--- config.mk ---
export PLATFORM = sky130hd
export DESIGN_NAME = ctab_bank
export DESIGN_NICKNAME = d
export VERILOG_FILES = /design/src/rtl/ctab_pkg.sv /design/src/rtl/ctab_bank.sv /design/src/rtl/ctab_trim_reg.sv
export SDC_FILE = /design/constraint.sdc
export NUM_CORES = 1
export LEC_CHECK = 0
export BUFFER_PORTS_ARGS = -buffer_cell sky130_fd_sc_hd__buf_2
export CAP_MARGIN = 30
export CORE_ASPECT_RATIO = 1.4
export CORE_MARGIN = 3
export CORE_UTILIZATION = 40
export CTS_CLUSTER_DIAMETER = 60
export DETAILED_ROUTE_END_ITERATION = 6
export GPL_TIMING_DRIVEN = 0
export PLACE_DENSITY = 0.63
export SLEW_MARGIN = 20
export SYNTH_ARGS = -nofsm -noshare
export SYNTH_HDL_FRONTEND = slang
export SYNTH_SLANG_ARGS = --single-unit
--- constraint.sdc ---
create_clock -name ref_clk -period 4.5 [get_ports ref_clk]
set_input_delay 1.35 -clock ref_clk [delete_from_list [all_inputs] [get_ports ref_clk]]
set_output_delay 1.35 -clock ref_clk [all_outputs]
set_load 0.05 [all_outputs]
--- src/rtl/ctab_pkg.sv ---
// Purpose: Constants shared by the core trim adjust bank.
// Assumes: Plain register port with 16-bit address and 16-bit data.
// Notes:   Offsets are byte addresses on the plain port, as printed.
//
// Summary of operation
// Core A single-channel second-input timing trim, 8 bits, read/write, applied when selected.
// Core B single-channel second-input timing trim, 8 bits, read/write, applied when selected.
// Core A dual-channel first-input offset trim, 12 bits, applied with calibration on.
// Core A dual-channel second-input offset trim, 12 bits, applied with calibration on.
// Core A single-channel first-input offset trim, 12 bits, applied in single mode.
// After reset every trim register loads its default from fuse storage.
// Timing trims shift the sampling instant; core and mode pick the active one.
// Software reads and overwrites trims; written value replaces the fused default.
// Inactive trims keep their value and do not reach the converter.
package ctab_pkg;
    // Register bus and trim field widths
    localparam int ADDR_W = 16;
    localparam int DATA_W = 16;
    localparam int TIM_W  = 8;
    localparam int OFF_W  = 12;

    // Register offsets
    localparam logic [15:0] OFS_TIM_A_SINGLE_SECOND = 16'h031A;
    localparam logic [15:0] OFS_TIM_B_SINGLE_SECOND = 16'h031B;
    localparam logic [15:0] OFS_OFF_A_DUAL_FIRST    = 16'h0344;
    localparam logic [15:0] OFS_OFF_A_DUAL_SECOND   = 16'h0346;
    localparam logic [15:0] OFS_OFF_A_SINGLE_FIRST  = 16'h0348;

    // Values held before the fuse load
    localparam logic [7:0]  RST_TIM = 8'h00;
    localparam logic [11:0] RST_OFF = 12'h000;
    localparam logic [15:0] RST_RD  = 16'h0000;

    // Fuse loader states
    typedef enum logic [1:0]
    {
        CTAB_FUSE_WAIT = 2'b00,
        CTAB_FUSE_LOAD = 2'b01,
        CTAB_FUSE_DONE = 2'b10
    } ctab_fuse_state_t;
endpackage

--- src/rtl/ctab_bank.sv ---
// Purpose: Trim register bank for a two-core sampling converter.
// Assumes: Mode and input-select signals come from logic on ref_clk.
// Notes:   Trim outputs are registered; a select change shows one cycle later.
//
// Implementation choice: the address-and-strobe port.
`timescale 1ns/1ps
module ctab_bank
(
    input  wire logic                          ref_clk,         // 50 MHz clock
    input  wire logic                          nrst,            // Async reset, low active
    input  wire logic [ctab_pkg::ADDR_W-1:0]   reg_addr,        // Register address
    input  wire logic [ctab_pkg::DATA_W-1:0]   reg_wdata,       // Write data
    input  wire logic                          reg_wr,          // Write strobe
    input  wire logic                          reg_rd,          // Read strobe
    output logic      [ctab_pkg::DATA_W-1:0]   reg_rdata,       // Read data, cycle after read
    input  wire logic [ctab_pkg::TIM_W-1:0]    fuse_tim_a,      // Fused core A timing default
    input  wire logic [ctab_pkg::TIM_W-1:0]    fuse_tim_b,      // Fused core B timing default
    input  wire logic [ctab_pkg::OFF_W-1:0]    fuse_off_a_df,   // Fused dual first default
    input  wire logic [ctab_pkg::OFF_W-1:0]    fuse_off_a_ds,   // Fused dual second default
    input  wire logic [ctab_pkg::OFF_W-1:0]    fuse_off_a_sf,   // Fused single first default
    input  wire logic                          dual_mode,       // 1 dual, 0 single channel
    input  wire logic                          fg_cal_en,       // Foreground calibration on
    input  wire logic                          core_a_second,   // Core A samples second input
    input  wire logic                          core_b_second,   // Core B samples second input
    output logic      [ctab_pkg::TIM_W-1:0]    core_a_tim_trim, // Core A sampling delay trim
    output logic                               core_a_tim_vld,  // Core A timing trim applies
    output logic      [ctab_pkg::TIM_W-1:0]    core_b_tim_trim, // Core B sampling delay trim
    output logic                               core_b_tim_vld,  // Core B timing trim applies
    output logic      [ctab_pkg::OFF_W-1:0]    core_a_off_trim, // Core A offset trim
    output logic                               core_a_off_vld,  // Core A offset trim applies
    output logic                               fuse_done        // Fuse defaults loaded
);
    import ctab_pkg::*;

    ctab_fuse_state_t          fuse_state_reg;
    ctab_fuse_state_t          fuse_state_next;
    logic                      fuse_load;
    logic [TIM_W-1:0]          tim_a_q;
    logic [TIM_W-1:0]          tim_b_q;
    logic [OFF_W-1:0]          off_df_q;
    logic [OFF_W-1:0]          off_ds_q;
    logic [OFF_W-1:0]          off_sf_q;
    logic                      hit_tim_a;
    logic                      hit_tim_b;
    logic                      hit_off_df;
    logic                      hit_off_ds;
    logic                      hit_off_sf;
    logic [DATA_W-1:0]         rdata_reg;
    logic [DATA_W-1:0]         rdata_next;
    logic                      sel_tim_a;
    logic                      sel_tim_b;
    logic                      sel_off_df;
    logic                      sel_off_ds;
    logic                      sel_off_sf;
    logic [TIM_W-1:0]          a_tim_reg;
    logic [TIM_W-1:0]          a_tim_next;
    logic                      a_tim_vld_reg;
    logic [TIM_W-1:0]          b_tim_reg;
    logic [TIM_W-1:0]          b_tim_next;
    logic                      b_tim_vld_reg;
    logic [OFF_W-1:0]          a_off_reg;
    logic [OFF_W-1:0]          a_off_next;
    logic                      a_off_vld_reg;

    // Fuse copy runs once, on the second edge after reset release; a strap
    // cannot be taken under async reset, so it waits for the clock
    always_comb
    begin
        fuse_state_next = fuse_state_reg;
        fuse_load       = 1'b0;
        case (fuse_state_reg)
            CTAB_FUSE_WAIT: fuse_state_next = CTAB_FUSE_LOAD;
            CTAB_FUSE_LOAD:
            begin
                fuse_load       = 1'b1;
                fuse_state_next = CTAB_FUSE_DONE;
            end
            CTAB_FUSE_DONE: fuse_state_next = CTAB_FUSE_DONE;
            default:        fuse_state_next = CTAB_FUSE_WAIT;
        endcase
    end

    // Fuse loader state
    always_ff @(posedge ref_clk or negedge nrst)
    begin
        if (!nrst)
        begin
            fuse_state_reg <= CTAB_FUSE_WAIT;
        end
        else
        begin
            fuse_state_reg <= fuse_state_next;
        end
    end

    assign fuse_done = (fuse_state_reg == CTAB_FUSE_DONE);

    // Write decode
    assign hit_tim_a  = reg_wr && (reg_addr == OFS_TIM_A_SINGLE_SECOND);
    assign hit_tim_b  = reg_wr && (reg_addr == OFS_TIM_B_SINGLE_SECOND);
    assign hit_off_df = reg_wr && (reg_addr == OFS_OFF_A_DUAL_FIRST);
    assign hit_off_ds = reg_wr && (reg_addr == OFS_OFF_A_DUAL_SECOND);
    assign hit_off_sf = reg_wr && (reg_addr == OFS_OFF_A_SINGLE_FIRST);

    // Trim storage, one instance per register
    ctab_trim_reg #(.W(TIM_W)) u_tim_a
    (
        .ref_clk   (ref_clk),
        .nrst      (nrst),
        .fuse_load (fuse_load),
        .fuse_val  (fuse_tim_a),
        .wr_hit    (hit_tim_a),
        .wr_val    (reg_wdata[TIM_W-1:0]),
        .q         (tim_a_q)
    );

    ctab_trim_reg #(.W(TIM_W)) u_tim_b
    (
        .ref_clk   (ref_clk),
        .nrst      (nrst),
        .fuse_load (fuse_load),
        .fuse_val  (fuse_tim_b),
        .wr_hit    (hit_tim_b),
        .wr_val    (reg_wdata[TIM_W-1:0]),
        .q         (tim_b_q)
    );

    ctab_trim_reg #(.W(OFF_W)) u_off_df
    (
        .ref_clk   (ref_clk),
        .nrst      (nrst),
        .fuse_load (fuse_load),
        .fuse_val  (fuse_off_a_df),
        .wr_hit    (hit_off_df),
        .wr_val    (reg_wdata[OFF_W-1:0]),
        .q         (off_df_q)
    );

    ctab_trim_reg #(.W(OFF_W)) u_off_ds
    (
        .ref_clk   (ref_clk),
        .nrst      (nrst),
        .fuse_load (fuse_load),
        .fuse_val  (fuse_off_a_ds),
        .wr_hit    (hit_off_ds),
        .wr_val    (reg_wdata[OFF_W-1:0]),
        .q         (off_ds_q)
    );

    ctab_trim_reg #(.W(OFF_W)) u_off_sf
    (
        .ref_clk   (ref_clk),
        .nrst      (nrst),
        .fuse_load (fuse_load),
        .fuse_val  (fuse_off_a_sf),
        .wr_hit    (hit_off_sf),
        .wr_val    (reg_wdata[OFF_W-1:0]),
        .q         (off_sf_q)
    );

    // Read decode; reserved and unmapped bits read zero, data only
    // in the cycle after the strobe so a stale value is never seen
    always_comb
    begin
        rdata_next = RST_RD;
        if (reg_rd)
        begin
            if (reg_addr == OFS_TIM_A_SINGLE_SECOND)
            begin
                rdata_next = {8'h00, tim_a_q};
            end
            else if (reg_addr == OFS_TIM_B_SINGLE_SECOND)
            begin
                rdata_next = {8'h00, tim_b_q};
            end
            else if (reg_addr == OFS_OFF_A_DUAL_FIRST)
            begin
                rdata_next = {4'h0, off_df_q};
            end
            else if (reg_addr == OFS_OFF_A_DUAL_SECOND)
            begin
                rdata_next = {4'h0, off_ds_q};
            end
            else if (reg_addr == OFS_OFF_A_SINGLE_FIRST)
            begin
                rdata_next = {4'h0, off_sf_q};
            end
        end
    end

    // Mode selects for each trim
    assign sel_tim_a  = !dual_mode && core_a_second && fg_cal_en;
    assign sel_tim_b  = !dual_mode && core_b_second && fg_cal_en;
    assign sel_off_df = dual_mode && !core_a_second && fg_cal_en;
    assign sel_off_ds = dual_mode && core_a_second && fg_cal_en;
    assign sel_off_sf = !dual_mode && !core_a_second;

    // Apply path: unselected trims give zero and a low valid
    always_comb
    begin
        a_tim_next = RST_TIM;
        b_tim_next = RST_TIM;
        a_off_next = RST_OFF;
        if (sel_tim_a)
        begin
            a_tim_next = tim_a_q;
        end
        if (sel_tim_b)
        begin
            b_tim_next = tim_b_q;
        end
        if (sel_off_df)
        begin
            a_off_next = off_df_q;
        end
        else if (sel_off_ds)
        begin
            a_off_next = off_ds_q;
        end
        else if (sel_off_sf)
        begin
            a_off_next = off_sf_q;
        end
    end

    // Registered outputs to the converter cores
    always_ff @(posedge ref_clk or negedge nrst)
    begin
        if (!nrst)
        begin
            rdata_reg     <= RST_RD;
            a_tim_reg     <= RST_TIM;
            a_tim_vld_reg <= 1'b0;
            b_tim_reg     <= RST_TIM;
            b_tim_vld_reg <= 1'b0;
            a_off_reg     <= RST_OFF;
            a_off_vld_reg <= 1'b0;
        end
        else
        begin
            rdata_reg     <= rdata_next;
            a_tim_reg     <= a_tim_next;
            a_tim_vld_reg <= sel_tim_a;
            b_tim_reg     <= b_tim_next;
            b_tim_vld_reg <= sel_tim_b;
            a_off_reg     <= a_off_next;
            a_off_vld_reg <= sel_off_df || sel_off_ds || sel_off_sf;
        end
    end

    assign reg_rdata       = rdata_reg;
    assign core_a_tim_trim = a_tim_reg;
    assign core_a_tim_vld  = a_tim_vld_reg;
    assign core_b_tim_trim = b_tim_reg;
    assign core_b_tim_vld  = b_tim_vld_reg;
    assign core_a_off_trim = a_off_reg;
    assign core_a_off_vld  = a_off_vld_reg;
endmodule // ctab_bank

--- src/rtl/ctab_trim_reg.sv ---
// Purpose: One trim register with fuse default and software overwrite.
// Assumes: Fuse value is static and on the same clock.
// Notes:   A software write in the load cycle wins over the fuse value.
`timescale 1ns/1ps
module ctab_trim_reg
#(
    parameter int W = 8
)
(
    input  wire logic         ref_clk,   // System clock
    input  wire logic         nrst,      // Async reset, low active
    input  wire logic         fuse_load, // One-cycle fuse copy pulse
    input  wire logic [W-1:0] fuse_val,  // Factory default
    input  wire logic         wr_hit,    // Software write to this register
    input  wire logic [W-1:0] wr_val,    // Software write value
    output logic      [W-1:0] q          // Stored trim
);
    logic [W-1:0] q_reg;
    logic [W-1:0] q_next;

    // Write beats fuse so software never loses its value
    always_comb
    begin
        q_next = q_reg;
        if (wr_hit)
        begin
            q_next = wr_val;
        end
        else if (fuse_load)
        begin
            q_next = fuse_val;
        end
    end

    // Held value, changed only by a software write or the fuse load
    always_ff @(posedge ref_clk or negedge nrst)
    begin
        if (!nrst)
        begin
            q_reg <= '0;
        end
        else
        begin
            q_reg <= q_next;
        end
    end

    assign q = q_reg;
endmodule // ctab_trim_reg

==> metrics <==
Max Fclk=305 MHz; Worst Skew=between 0.008 and 0.009 ns; vias in the first global route=3,746; critical path endpoint category=register; area of the multi-input gates=2150 sq um; post-synth top area cell=dfrtp_1; Setup-failing EPs final=0; initial antenna violation count=0; fin worst setup slack=1.22 ns; sequential share of the synthesized area=51.4%; clk slew on worst S/H paths=0.07 ns; total length of routed wires=approximately 13,000 um; cell count after synthesis=between 300 and 400; Hold Crit Class=register to register; setup TNS=0 ns; Die W=97.8 um; RSZ-0062 raised after global routing=no; total CTS buffers=9; Vias=3,424; commonest non-fill, non-tap cell in the layout=buf_2; Final Max Slew Viols=0; Total Routing Usage GR=20.1%; CTS root buffer=clkbuf_16; outcome=completed; Routed wire per std cell=19.4 um; Syn Area/Cell=12.9 sq um; top cells by area, synth=dfrtp_1 (51%), mux2_2 (23%), mux2i_1 (4.2%), and2_1 (2.1%), o21ai_0 (1.8%); Final #Nets=roughly 610; # clock sinks=97; worst vdd ir=between 0.15 and 0.2 mV; CP arrival=3.45 ns; die area=13,200 sq um; first-pass iteration count of the detailed router=4; Final GP Congestion=a little over 0.8; DR iter-0 viols=128; CTS tree=yes; Core Rows=46; layout overhead on the synthesized area=24.2%; Unique masters post-synth=34; post-DP HPWL=9360 um; worst-margin pin slew=0.899 ns; setup bufs post-CTS=0; P per Cell Area=about 320 nW/um^2; Seq cells post-synth=97; die span in y=135 um; # IOs=140; residual DRC count=0; largest net degree at the start of global routing=80; post-synth top area share=51.4%; critical path required time=4.66 ns; total grt overflow=0; Synth Flop Type=dfrtp_1; Synth Warn #=0; htree depth=3; async set-reset flop share out of synthesis=100%; first-pass GRT wire length=20,200 um; Place WS=0.936 ns; # diodes=0; Port Buffer Count=130; Mapped Area=roughly 4700 sq um; Worst Path Class, Setup=primary input to register; post-CTS sizing=0; layout cells sized above 1=50.0%; core box area=approximately 11,000 sq um; Power, Total=1.88 mW; Register Area=2430 sq um; commonest non-fill, non-tap cells in the layout=buf_2 (129), mux2_2 (98), dfrtp_1 (97), mux2i_1 (20), clkbuf_1 (19); final hold violation count=0; worst rel slew slack=40.1%; worst skew pair latency=0.34 ns; Crit Path Max Fanout=8; Post-CTS Hold Fix Bufs=0; Antenna Nets Post-Route=0; fillers=1,072; max cap viols=0; Final Critical Period=3.28 ns; CP startpoint kind=primary input; number of flops mapped to enable cells by yosys=0; CTS Buffer Depth=2; Vias/cell=a little over 5; LEAKAGE=2.82 nW; initial core utilization=between 40% and 50%; Final period util=72.9%
[Yosys cell counts (2+ instances only)]
library cell / n
a2111oi_0: 5
a21oi_1: 4
a221oi_1: 8
and2_1: 16
and3_1: 3
and3b_1: 2
and4b_1: 2
buf_4: 5
buf_6: 3
clkbuf_1: 19
dfrtp_1: 97
ha_1: 3
inv_1: 3
mux2_1: 6
mux2_2: 98
mux2i_1: 20
nand2_1: 18
nand2b_1: 9
nor2_1: 6
nor2b_1: 2
nor3_1: 4
o211a_1: 4
o21ai_0: 17
o2bb2ai_1: 3
[area by class of cell]
cell class / instances / share of cell area (%)
Sequential cell: 97 / 41.4
Multi-Input combinational cell: 243 / 36.7
Timing Repair Buffer: 131 / 11.7
Clock buffer: 9 / 3.84
Tap cell: 144 / 3.07
Buffer: 27 / 2.43
Clock inverter: 6 / 0.746
Inverter: 3 / 0.192
[path summary, 6_finish.rpt]
kind	from	to	slack, ns	depth (start not counted)
setup / recovery	reg_addr[13]	reg_rdata[0]	1.22	5
hold / removal	u_tim_a.q[5]	core_a_tim_trim[5]	0.50	1
setup reg to reg	fuse_state_reg[1]	u_off_sf.q[9]	2.15	6
hold reg to reg	u_tim_a.q[5]	core_a_tim_trim[5]	0.50	1
max in group asynchronous	nrst	u_off_sf.q[5]	3.02	2
min in group asynchronous	nrst	core_b_tim_trim[3]	0.83	1
[per-layer routing]
metal  part of all wire [%]  wire length (um)  track usage (%)
met1                     40              5110             23.7
met2                     53              6800             35.8
met3                    4.4               569             3.20
met4                    2.4               311             8.93
met5                      0                 0                0
[worst max-delay path, cell delays in order]
cell	delay [ns]
buf_2	0.10
or4_4	0.53
nor4_4	0.45
nand2_1	0.37
a2111oi_0	0.65
[per-stage QoR]
step	hold slack [ns]	area, sq um	util (%)	cells
6_report	0.505	5870	51.2	660
3_5_place_dp	0.492	5600	48.9	645
3_3_place_gp	0.483	5560	48.6	644
2_1_floorplan	0.468	4730	-	370
4_1_cts	0.507	5870	51.2	660
5_1_grt	0.524	5870	51.2	660
[report_power, final]
| part | leakage (nW) | switching [mW] | internal (mW) |
|---|---|---|---|
| Sequential | 1.21 | 0.0205 | 0.908 |
| Clock | 0.132 | 0.333 | 0.374 |
| Combinational | 1.48 | 0.143 | 0.0969 |
[kinds of logic after synthesis]
group,after synthesis,synth area share (%)
other cells,1,0.0794
fa+ha+maj,3,0.795
mux,124,29.0
simple gates,71,9.38
flops,97,51.4
compound gates,41,6.04
buf+inv,30,3.26
(Power assumes the default switching activity.)
